### src/design/lpms_regs.svh
// Constants of the low-power mode sequencer
`ifndef LPMS_REGS_SVH
`define LPMS_REGS_SVH
`define LPMS_SEL_W 3
`define LPMS_SEL_EXT32K 3'h6
`define LPMS_SEL_RING 3'h3
`define LPMS_SEL_RST 3'h3
`define LPMS_PM_W 3
`define LPMS_PM_ACTIVE 3'h0
`define LPMS_PM_BACKUP 3'h4
`define LPMS_OSC_START_CYC 8'h20
`define LPMS_SWITCH_CYC 8'h08
`define LPMS_CNT_W 8
`define LPMS_NUM_RAM 8
`define LPMS_RET_MAP 16'hA4E4
`endif

### src/design/lpms_pkg.sv
// Types of the low-power mode sequencer
package lpms_pkg;
    typedef enum logic [4:0] {
        LPMS_ACTIVE = 5'h01,
        LPMS_SLEEP = 5'h02,
        LPMS_DEEP = 5'h04,
        LPMS_BACKUP = 5'h08,
        LPMS_STORAGE = 5'h10
    } lpms_mode_t;
endpackage

### src/design/lpms_sequencer.sv
// Power-mode sequencer: modes, clock gating, wake-up and retention
// Notes on behaviour
// - Ready flag rises after a 32-cycle start count once the enabled 32k oscillator runs.
// - Select value 6 picks the 32k oscillator; wait for ready.
// - Sequencer enable keeps the 32k oscillator on in all low modes.
// - Ring oscillator always runs and stays selectable.
// - Sleep wakes on enabled GPIO or peripheral interrupt or reset pin.
// - Deep/backup wake on RTC, GPIO, pin, serial, timers; storage fewer.
// - Sleep stops only the CPU clock.
// - Deep sleep gates CPU, bus and fast clocks; keeps CPU state.
// - Deep sleep keeps registers, RAM, pins; watchdogs off.
// - 32k oscillator stays on through deep sleep, backup and storage if enabled before.
// - Serial port and timers may run in deep sleep and backup.
// - Backup powers off core and fast oscillators; ring stays on.
// - Backup retains RAM blocks 1 to 7, each under its assigned enable.
// - RAM block 0 never retained across backup exit.
// - Power mode 4 enters backup, or storage if storage enabled; wake restarts at reset vector.
// - Sequencer registers keep contents through backup.
// - Storage like backup, no RAM, serial port and timers off.
// - Select change clears system ready; set again after switch.
`timescale 1ns/10ps
`include "lpms_regs.svh"
module lpms_sequencer (
    // Clock, reset, enable
    input wire logic mclk,
    input wire logic srst,
    input wire logic clk_en,
    // Oscillator controls
    input wire logic ext_32k_osc_power_down,
    input wire logic ext_32k_osc_enable,
    input wire logic ext_32k_osc_keep_lp,
    input wire logic [2:0] system_osc_select,
    output logic ext_32k_osc_run,
    output logic ext_32k_osc_ready,
    output logic system_clock_ready,
    output logic [2:0] system_oscillator,
    output logic ultra_low_power_ring_osc,
    // Mode requests
    input wire logic core_deep_select_bit,
    input wire logic core_wait,
    input wire logic [2:0] power_mode_field,
    input wire logic storage_enable,
    input wire logic [3:0] ram_keep_enable,
    // Wake sources
    input wire logic gpio_irq,
    input wire logic periph_irq,
    input wire logic rtc_irq,
    input wire logic external_reset_pin,
    input wire logic lp_serial_wake,
    input wire logic lp_timer_wake,
    input wire logic lp_serial_enable,
    input wire logic lp_timer_enable,
    // Gating and power controls
    output logic cpu_clock_en,
    output logic bus_clock_en,
    output logic always_on_clock_en,
    output logic fast_osc_en,
    output logic core_power_en,
    output logic watchdog_en,
    output logic gpio_hold,
    output logic dma_en,
    output logic lp_serial_run,
    output logic lp_timer_run,
    output logic [7:0] ram_retain,
    output logic boot_restart,
    output logic [4:0] mode_state
);
    lpms_pkg::lpms_mode_t mode, next_mode;
    logic [7:0] osc_cnt;
    logic [7:0] sw_cnt;
    logic [2:0] sel_q;
    logic osc_kept;

    // Enable index per RAM block, two bits each, block 0 lowest
    function automatic logic [1:0] lpms_ret_idx(input int blk);
        lpms_ret_idx = 2'(`LPMS_RET_MAP >> (2 * blk));
    endfunction

    // ----------------------------------------------------------------
    // Mode machine
    // ----------------------------------------------------------------
    wire sleep_wake = gpio_irq | periph_irq | external_reset_pin;
    wire lp_wake = rtc_irq | gpio_irq | external_reset_pin |
                   (lp_serial_enable & lp_serial_wake) |
                   (lp_timer_enable & lp_timer_wake);
    wire store_wake = rtc_irq | gpio_irq | external_reset_pin;
    wire backup_req = power_mode_field == `LPMS_PM_BACKUP;

    always_comb begin
        next_mode = mode;
        case (mode)
            lpms_pkg::LPMS_ACTIVE: begin
                if (backup_req) begin
                    next_mode = storage_enable ? lpms_pkg::LPMS_STORAGE
                                               : lpms_pkg::LPMS_BACKUP;
                end else if (core_wait) begin
                    next_mode = core_deep_select_bit ? lpms_pkg::LPMS_DEEP
                                                     : lpms_pkg::LPMS_SLEEP;
                end
            end
            lpms_pkg::LPMS_SLEEP: begin
                if (sleep_wake) begin
                    next_mode = lpms_pkg::LPMS_ACTIVE;
                end
            end
            lpms_pkg::LPMS_DEEP: begin
                if (lp_wake) begin
                    next_mode = lpms_pkg::LPMS_ACTIVE;
                end
            end
            lpms_pkg::LPMS_BACKUP: begin
                if (lp_wake) begin
                    next_mode = lpms_pkg::LPMS_ACTIVE;
                end
            end
            lpms_pkg::LPMS_STORAGE: begin
                if (store_wake) begin
                    next_mode = lpms_pkg::LPMS_ACTIVE;
                end
            end
            default: next_mode = lpms_pkg::LPMS_ACTIVE;
        endcase
    end

    wire in_active = mode == lpms_pkg::LPMS_ACTIVE;
    wire in_sleep = mode == lpms_pkg::LPMS_SLEEP;
    wire in_deep = mode == lpms_pkg::LPMS_DEEP;
    wire in_bk = mode == lpms_pkg::LPMS_BACKUP;
    wire in_st = mode == lpms_pkg::LPMS_STORAGE;
    wire gated = in_deep | in_bk | in_st;
    wire powered_off = in_bk | in_st;
    // Latch whether the 32k oscillator was on at low-power entry
    wire entering_lp = in_active & (next_mode != lpms_pkg::LPMS_ACTIVE);
    wire bk_exit = powered_off & in_active == 1'b0 &
                   next_mode == lpms_pkg::LPMS_ACTIVE;

    always_ff @(posedge mclk) begin
        if (srst) begin
            mode <= lpms_pkg::LPMS_ACTIVE;
            osc_kept <= 1'b0;
            boot_restart <= 1'b0;
        end else if (clk_en) begin
            mode <= next_mode;
            boot_restart <= bk_exit;
            if (entering_lp) begin
                osc_kept <= ext_32k_osc_run;
            end
        end
    end

    // ----------------------------------------------------------------
    // 32k oscillator and system clock select
    // ----------------------------------------------------------------
    // Sequencer controls are never reset by a mode change
    wire sw_osc_on = ~ext_32k_osc_power_down & ext_32k_osc_enable;
    assign ext_32k_osc_run = gated ? (sw_osc_on | osc_kept |
                             ext_32k_osc_keep_lp)
                           : (sw_osc_on | (in_sleep & ext_32k_osc_keep_lp));
    // A new select restarts the count, so a clear beats a completion
    wire sel_changed = system_osc_select != sel_q;
    wire sel_osc_ok = system_osc_select != `LPMS_SEL_EXT32K |
                      ext_32k_osc_ready;

    always_ff @(posedge mclk) begin
        if (srst) begin
            osc_cnt <= 8'h00;
            sw_cnt <= 8'h00;
            sel_q <= `LPMS_SEL_RST;
            ext_32k_osc_ready <= 1'b0;
            system_clock_ready <= 1'b1;
        end else if (clk_en) begin
            if (!ext_32k_osc_run) begin
                osc_cnt <= 8'h00;
                ext_32k_osc_ready <= 1'b0;
            end else if (osc_cnt == `LPMS_OSC_START_CYC) begin
                ext_32k_osc_ready <= 1'b1;
            end else begin
                osc_cnt <= osc_cnt + 8'h01;
            end
            sel_q <= system_osc_select;
            if (sel_changed) begin
                sw_cnt <= 8'h00;
                system_clock_ready <= 1'b0;
            end else if (!system_clock_ready && sel_osc_ok) begin
                if (sw_cnt == `LPMS_SWITCH_CYC) begin
                    system_clock_ready <= 1'b1;
                end else begin
                    sw_cnt <= sw_cnt + 8'h01;
                end
            end
        end
    end

    assign system_oscillator = sel_q;
    assign ultra_low_power_ring_osc = 1'b1;

    // ----------------------------------------------------------------
    // Gating, power and retention
    // ----------------------------------------------------------------
    assign cpu_clock_en = in_active;
    assign bus_clock_en = in_active | in_sleep;
    assign always_on_clock_en = ~powered_off;
    assign fast_osc_en = ~gated;
    assign core_power_en = ~powered_off;
    assign watchdog_en = ~gated;
    assign gpio_hold = gated;
    assign dma_en = in_active | in_sleep;
    assign lp_serial_run = lp_serial_enable & ~in_st;
    assign lp_timer_run = lp_timer_enable & ~in_st;

    genvar g;
    generate
        for (g = 0; g < `LPMS_NUM_RAM; g++) begin : g_ret
            if (g == 0) begin : g_zero
                assign ram_retain[g] = ~powered_off;
            end else begin : g_blk
                assign ram_retain[g] = in_bk ?
                    ram_keep_enable[lpms_ret_idx(g)] : ~in_st;
            end
        end
    endgenerate

    assign mode_state = mode;

    // ----------------------------------------------------------------
    // Checks
    // ----------------------------------------------------------------
    sleep_cpu_a: assert property (@(posedge mclk) disable iff (srst)
        in_sleep |-> !cpu_clock_en && bus_clock_en && dma_en)
        else $error("sleep gating wrong");
    deep_gate_a: assert property (@(posedge mclk) disable iff (srst)
        in_deep |-> !bus_clock_en && !fast_osc_en && core_power_en)
        else $error("deep sleep gating wrong");
    ring_on_a: assert property (@(posedge mclk) disable iff (srst)
        ultra_low_power_ring_osc) else $error("ring oscillator off");
    ram0_drop_a: assert property (@(posedge mclk) disable iff (srst)
        powered_off |-> !ram_retain[0]) else $error("block 0 retained");
    storage_off_a: assert property (@(posedge mclk) disable iff (srst)
        in_st |-> ram_retain == 8'h00 && !lp_serial_run && !lp_timer_run)
        else $error("storage not cleared");
    sel_clear_a: assert property (@(posedge mclk) disable iff (srst)
        clk_en && sel_changed |=> !system_clock_ready)
        else $error("ready not cleared");
    sleep_wake_a: assert property (@(posedge mclk) disable iff (srst)
        clk_en && in_sleep && gpio_irq |=> in_active)
        else $error("sleep wake missed");
    store_wake_a: assert property (@(posedge mclk) disable iff (srst)
        in_st && !store_wake |=> !in_active)
        else $error("storage woke wrongly");
    keep_osc_a: assert property (@(posedge mclk) disable iff (srst)
        gated && ext_32k_osc_keep_lp |-> ext_32k_osc_run)
        else $error("32k dropped");
    restart_a: assert property (@(posedge mclk) disable iff (srst)
        clk_en && bk_exit |=> boot_restart && in_active)
        else $error("no restart");
    // Expectations below are written from the mode tables, not the logic
    deep_keep_a: assert property (@(posedge mclk) disable iff (srst)
        in_deep |-> !watchdog_en && gpio_hold && ram_retain == 8'hFF)
        else $error("deep sleep state not kept");
    bk_power_a: assert property (@(posedge mclk) disable iff (srst)
        in_bk |-> !core_power_en && !fast_osc_en && !always_on_clock_en)
        else $error("backup power not removed");
    st_power_a: assert property (@(posedge mclk) disable iff (srst)
        in_st |-> !core_power_en && !fast_osc_en && !always_on_clock_en)
        else $error("storage power not removed");
    // Map written out by hand so a wrong packed map is caught
    bk_retain_a: assert property (@(posedge mclk) disable iff (srst)
        in_bk |-> ram_retain[3:1] == ram_keep_enable[3:1] &&
            ram_retain[7:4] == {ram_keep_enable[2], ram_keep_enable[2],
            ram_keep_enable[1], ram_keep_enable[0]})
        else $error("backup retention wrong");
    osc_drop_a: assert property (@(posedge mclk) disable iff (srst)
        clk_en && !ext_32k_osc_run |=> !ext_32k_osc_ready)
        else $error("32k ready without run");
    osc_wait_a: assert property (@(posedge mclk) disable iff (srst)
        $rose(ext_32k_osc_ready) |-> $past(osc_cnt) == `LPMS_OSC_START_CYC)
        else $error("32k ready too early");
    sel_hold_a: assert property (@(posedge mclk) disable iff (srst)
        clk_en && !system_clock_ready && !sel_osc_ok |=> !system_clock_ready)
        else $error("switch done before 32k ready");
    deep_wake_a: assert property (@(posedge mclk) disable iff (srst)
        clk_en && in_deep && rtc_irq |=> in_active)
        else $error("deep sleep wake missed");
    bk_stay_a: assert property (@(posedge mclk) disable iff (srst)
        in_bk && !lp_wake |=> in_bk)
        else $error("backup woke wrongly");
    restart_once_a: assert property (@(posedge mclk) disable iff (srst)
        clk_en && boot_restart |=> !boot_restart)
        else $error("restart pulse too long");
    sleep_osc_a: assert property (@(posedge mclk) disable iff (srst)
        in_sleep && ext_32k_osc_keep_lp |-> ext_32k_osc_run)
        else $error("32k dropped in sleep");
    sleep_ram_a: assert property (@(posedge mclk) disable iff (srst)
        in_sleep |-> ram_retain == 8'hFF && always_on_clock_en && fast_osc_en)
        else $error("sleep stopped more than the CPU");
    kept_osc_a: assert property (@(posedge mclk) disable iff (srst)
        gated && osc_kept |-> ext_32k_osc_run)
        else $error("32k not kept");
    lp_run_a: assert property (@(posedge mclk) disable iff (srst)
        (in_deep || in_bk) |-> lp_timer_run == lp_timer_enable &&
            lp_serial_run == lp_serial_enable)
        else $error("low-power peripherals stopped");
endmodule

### config.mk
export PLATFORM = sky130hd
export DESIGN_NAME = lpms_sequencer
export DESIGN_NICKNAME = d
export VERILOG_FILES = /design/src/design/lpms_pkg.sv /design/src/design/lpms_sequencer.sv
export VERILOG_INCLUDE_DIRS = /design/src /design/src/design
export SDC_FILE = /design/constraint.sdc
export NUM_CORES = 1
export LEC_CHECK = 0
export ABC_AREA = 1
export BUFFER_PORTS_ARGS = -buffer_cell sky130_fd_sc_hd__clkbuf_2
export CORE_MARGIN = 2
export CORE_UTILIZATION = 47
export DETAILED_ROUTE_END_ITERATION = 12
export PLACE_DENSITY = 0.86
export SLEW_MARGIN = 20
export SYNTH_ARGS = -nofsm -noshare
export SYNTH_HDL_FRONTEND = slang
export SYNTH_SLANG_ARGS = --single-unit
### constraint.sdc
create_clock -name mclk -period 1.5 [get_ports mclk]
set_input_delay 0.075 -clock mclk [delete_from_list [all_inputs] [get_ports mclk]]
set_output_delay 0.075 -clock mclk [all_outputs]
set_load 0.1 [all_outputs]
* After elaboration in Yosys (flattened, before gate mapping)
Cells that the tools add are included.
** Operators by class
- $add $sub $neg :: 2
- Multipliers :: 0
- Divide/modulo/power cells :: 0
- Order comparisons :: 0
- Equality and inequality tests :: 15
- Shift-type cells :: 0
- Multiplexer cells :: 23
- Bitwise logic cells :: 28
- Reduce and logical (&&, ||, !) cells :: 10
** Operators with widths (number)
- 8-bit two-way mux :: 5
- 5-bit two-way mux :: 6
- 5-bit one-hot mux with 4 select lines :: 1
- 8-bit by 1-bit adder with 8-bit output (second input constant) :: 2
- 1-bit bitwise OR :: 14
- 5-bit by 1-bit == test with 1-bit output (second input constant) :: 2
- 1-bit two-way mux :: 10
- 1-bit AND :: 9
- 8-bit by 4-bit == test with 1-bit output (second input constant) :: 1
- 8-bit by 6-bit == test with 1-bit output (second input constant) :: 1
- 2-bit AND reduction :: 3
- 3-bit AND reduction :: 2
- 5-bit by 2-bit == test with 1-bit output (second input constant) :: 1
- 5-bit by 3-bit == test with 1-bit output (second input constant) :: 1
- 5-bit by 4-bit == test with 1-bit output (second input constant) :: 1
- 5-bit == test (second input constant) :: 1
- 5-bit by 1-bit inequality test with 1-bit output (second input constant) :: 1
- 1-bit inverter :: 5
- 2-bit inequality test (second input constant) :: 2
- 2-bit nonzero test :: 2
- 3-bit == test (second input constant) :: 1
- 3-bit two-way mux :: 1
- 3-bit inequality test :: 1
- 3-bit inequality test (second input constant) :: 1
- other kinds (4) :: 4
** Storage, ports and cells
- Flip-flop bits (word level) :: 28
- Bits in latches :: 0
- Memory bits (writable) :: 0
- Memory bits (read-only) :: 0
- Input bits :: 27
- Output and inout bits :: 31
- Word-level logic and storage cells :: 86
- Memories :: 0

* Longest topological paths before layout
- Word-level depth :: 9
- Mapped depth :: 11
- Mapped depth without buffers :: 11

* Least setup slack after synthesis
Ideal clock, no wire load.
- Path kind :: reg2out
- Start :: reg mode[4], in the netlist mode_state[4]
- End :: out ram_retain[6]
- Arrival :: 4.381 ns
- Required time :: 1.425 ns
- Slack :: -2.956 ns
- Stages on the path, launching flop included :: 8
- Path buffers :: 1
- Cell sequence :: dfxtp_1 inv_1 nand2_1 nor2_1 nor2_1 inv_1 nand2_1 buf_4
** On the way
- Word-level cells in the longest chain between the ends :: 3
- Elaborated cells between the ends (all ways) :: 4
- Those cells by class :: 2 x eq/ne; 1 x mux; 1 x bitwise
** RTL lines
- start, declared :: line lpms_sequencer.sv:68 : lpms_pkg::lpms_mode_t mode, next_mode;
- start signal, assigned :: line lpms_sequencer.sv:139 : mode <= lpms_pkg::LPMS_ACTIVE;
- start signal, assigned :: line lpms_sequencer.sv:143 : mode <= next_mode;
- 5-bit == test :: line lpms_sequencer.sv:129 : wire in_st = mode == lpms_pkg::LPMS_STORAGE;
- 1-bit inverter
- 1-bit two-way mux *
- end, declared :: line lpms_sequencer.sv:64 : output logic [7:0] ram_retain,
Every way passes the cells marked *; elsewhere a longest branch is shown, timed or not.

* Worst setup path in the final report
- Start :: reg mode[0], in the netlist mode_state[0]
- End :: out ext_32k_osc_run
** On the way
- Word-level cells in the longest chain between the ends :: 4
- Elaborated cells between the ends (all ways) :: 9
- Those cells by class :: 4 x eq/ne; 1 x mux; 4 x bitwise
** RTL lines
- 5-bit by 2-bit == test with 1-bit output (tied with other cells) :: line lpms_sequencer.sv:126 : wire in_sleep = mode == lpms_pkg::LPMS_SLEEP;
- 1-bit AND or 1-bit bitwise OR (tied branches) :: line lpms_sequencer.sv:158, lpms_sequencer.sv:130
- 1-bit bitwise OR (on tied branches) :: line lpms_sequencer.sv:158, lpms_sequencer.sv:130
- 1-bit two-way mux * :: line lpms_sequencer.sv:156 : assign ext_32k_osc_run = gated ? (sw_osc_on | osc_kept |
- end, declared :: line lpms_sequencer.sv:33 : output logic ext_32k_osc_run,
Marked as above.

==> impl_results.md <==
* Kind of critical path: reg -> out
* Finish-stage setup viols at 32
* Filler instances at 241
* Io pins at 58
* Worst Reg-to-Reg Cells at 9
* Sequential area share after synthesis at 27.69%
* Hold Crit Depth at 3
* Worst path most repeated cell: nor2_4
* Ant. Diodes at 0
* CP max FO at 6
* Fin. max-slew vios at 0
* Setup TNS at -5.455 ns
* Area grow syn2layout at 63.23%
* Layout cell share with drive strength beyond 1 at 45.50%
* CTS tree: done
* Fin crit period at 1.740 ns
* I/O Buffers at 56
* Met1 WL at 2.965 mm
* Max Freq at 0.5747 GHz
* Clk_lat worst skew at 0.28 ns
* Uppermost routed layer: met4
* Crit end category: output port
* RSZ-0062 raised after global routing: yes
* Worst path max stage delay at 0.38 ns
* Worst setup path startpoint: mode_state[0]$_SDFFE_PP1P_
* Setup ws final at -0.2402 ns
* Worst path slowest cell: dfxtp_4
* P per Cell Area at 719.4 nW/um2
* First-pass GRT wire length at 10.34 mm
* Cell variety after synth at 33
* Failing checks: negative setup slack
* Initial drt markers at 199
* DR WL met2 at 3.858 mm
* Slew @ Worst Pin at 0.5554 ns
* Largest net degree at the start of global routing at 16
* H-tree depth at 1
* Longest Clk Path Bufs at 2
* Run status: finished, violations left
* Number of buffers created by CTS at 3
* Root Driver: clkbuf_8
* Syn Nets at 346
* Initial core utilization at 49.54%
* Post-synth EDFFs at 0
* Seq cells post-synth at 28
* Top cells by area, synth: dfxtp_1 (28%), nand2_1 (13%), nand3_1 (7.9%)
* Clk slew on worst S/H paths at 0.10 ns
* Clk sinks at 28
* Synth Flop Type: dfxtp_1
* Die W at 69.63 um
* FF-to-FF Start: mode_state[1]$_SDFFE_PP0P_
* Largest area contributor in the netlist: dfxtp_1
* Met3 WL at 600 um
* Grt ovf at 0
* Async SR Flop Fraction at 0%
* Clock Skew at 0.009678 ns
* Die Area at 4848 um2
* Syn_area_per_cell at 6.427 um2
* Worst slew margin at 63.13%
* ANT nets after route at 0
* Final net count at 432
* Peak supply drop at 0.5415 mV
* Die Y at 69.63 um
* Remaining DRCs at 0
* Max-cap violations at 0
* Hold Crit Class: in -> reg
* Yosys top cell area share at 27.69%
* Cell Chain, Critical Path: nor2_4, nand2_4, buf_4, nor2_4, nor2_4, nand2_8, nand2_8, buf_12
* Pleak at 0.001438 uW
* Gpl congestion at 0.9163
* FP Rows at 23
* Worst EP required at 1.42 ns
* Vias in the first global route at 2306
* Global Route Usage Sum at 25.32%
* Hold Fails Final Rpt at 0
* Dpl cells at 423
* Antenna violations before repair at 0
* WL per Instance at 17.45 um
* CP arrival at 1.67 ns
* Hold path start: system_osc_select[2]
* Core area at 4086 um2
* Synth top cells by count: nand2_1 (72), nor2_1 (39), inv_1 (37)
* DRT Pass-1 Iters at 5
* Count leader, synth: nand2_1
* Final wirelength at 7.851 mm
* Routed vias at 2633
* Final cell count without fillers at 450
* Final Cycle Share at 116.0%
* Vias per cell at 5.851
* Synth Instances at 315
* Ys Warns at 0
* Post-DP HPWL at 4.224 mm
* CP Launch Type: register
* Cell Area, Synth at 2024 um2
stage by stage:
| step | hold WS (ns) | power [uW] | cell area [um2] | utilization [%] | setup slack, ns |
|---|---|---|---|---|---|
| final | 0.06361 | 2377 | 3304 | 80.86 | -0.2402 |
| after global placement | 0.3348 | 1777 | 2851 | 69.78 | 0.04601 |
| after CTS | 0.06153 | 2282 | 3120 | 76.36 | -0.1617 |
| after detailed placement | 0.3501 | 1793 | 2851 | 69.78 | -0.03015 |
| after floorplan | 0.2011 | 1527 | 2250 | - | -0.8680 |
| after global routing | 0.08446 | 2463 | 3304 | 80.86 | -0.3061 |
worst paths after layout:
path | end | slack (ns)
max | ext_32k_osc_run | -0.24
min | system_oscillator[2]$_SDFFE_PP0P_ | 0.06
max reg2reg | osc_cnt[3]$_SDFFE_PP0P_ | -0.20
min reg2reg | sw_cnt[6]$_SDFFE_PP0P_ | 0.48
logic make-up after synthesis:
group	synth area share (%)
other	0.1852
xor gates and xnor gates	4.326
adders and majority gates	2.472
and+or+nand+nor	40.48
buffers and inverters	11.37
AOI/OAI and AO/OA	13.47
DFF	27.69
layer usage:
| metal | GRT usage [%] | vias to the layer above |
|---|---|---|
| met5 | 0 | - |
| met3 | 3.924 | 43 |
| met4 | 10.68 | 0 |
| li1 | - | 1182 |
| met2 | 45.83 | 177 |
| met1 | 29.44 | 1231 |
critical path, delay by kind of cell (launching register included):
| family | cells | cell delay, ns |
|---|---|---|
| buf+inv | 2 | 0.31 |
| flops | 1 | 0.38 |
| simple gates | 6 | 0.69 |
area by class of cell:
type / instances / area [um2] / area share [%]
clock buffers: 4 / 45.04 / 1.363
inverters: 39 / 168.9 / 5.112
multi-input cells: 235 / 1521 / 46.04
flip-flops and latches: 28 / 598.1 / 18.10
well taps: 50 / 62.56 / 1.893
repair buffers: 94 / 908.4 / 27.49
placed cells by master, fill, tap and decap left out, types with 8 or more instances in the layout:
cell	instances
nand3_1	29
nor2_4	9
o21ai_0	8
a21oi_2	10
dfxtp_4	9
buf_12	20
nand2_1	54
inv_1	29
buf_6	12
nor2_1	34
nand2_2	18
buf_4	25
a21oi_1	11
clkbuf_2	37
dfxtp_1	16
sequential cells by signal, summed over array words and instances, names as in the netlist:
| name | flops |
|---|---|
| boot_restart | 1 |
| osc_kept | 1 |
| system_oscillator | 3 |
| ext_32k_osc_ready | 1 |
| mode_state | 5 |
| osc_cnt | 8 |
| sw_cnt | 8 |
| system_clock_ready | 1 |
power by group:
| group | internal, uW | switching [uW] |
|---|---|---|
| logic | 375 | 780 |
| clock network | 191 | 228 |
| registers | 767 | 36.8 |
what timing repair did:
action | CTS | global route
setup buffers | 15 | 8
gates cloned | 1 | 0
gates resized for setup | 26 | 33
hold buffers | 0 | 0
setup endpoints to repair | 25 | 36
pin swaps | 18 | 15
Note: power is estimated with default switching activity, not from simulation.
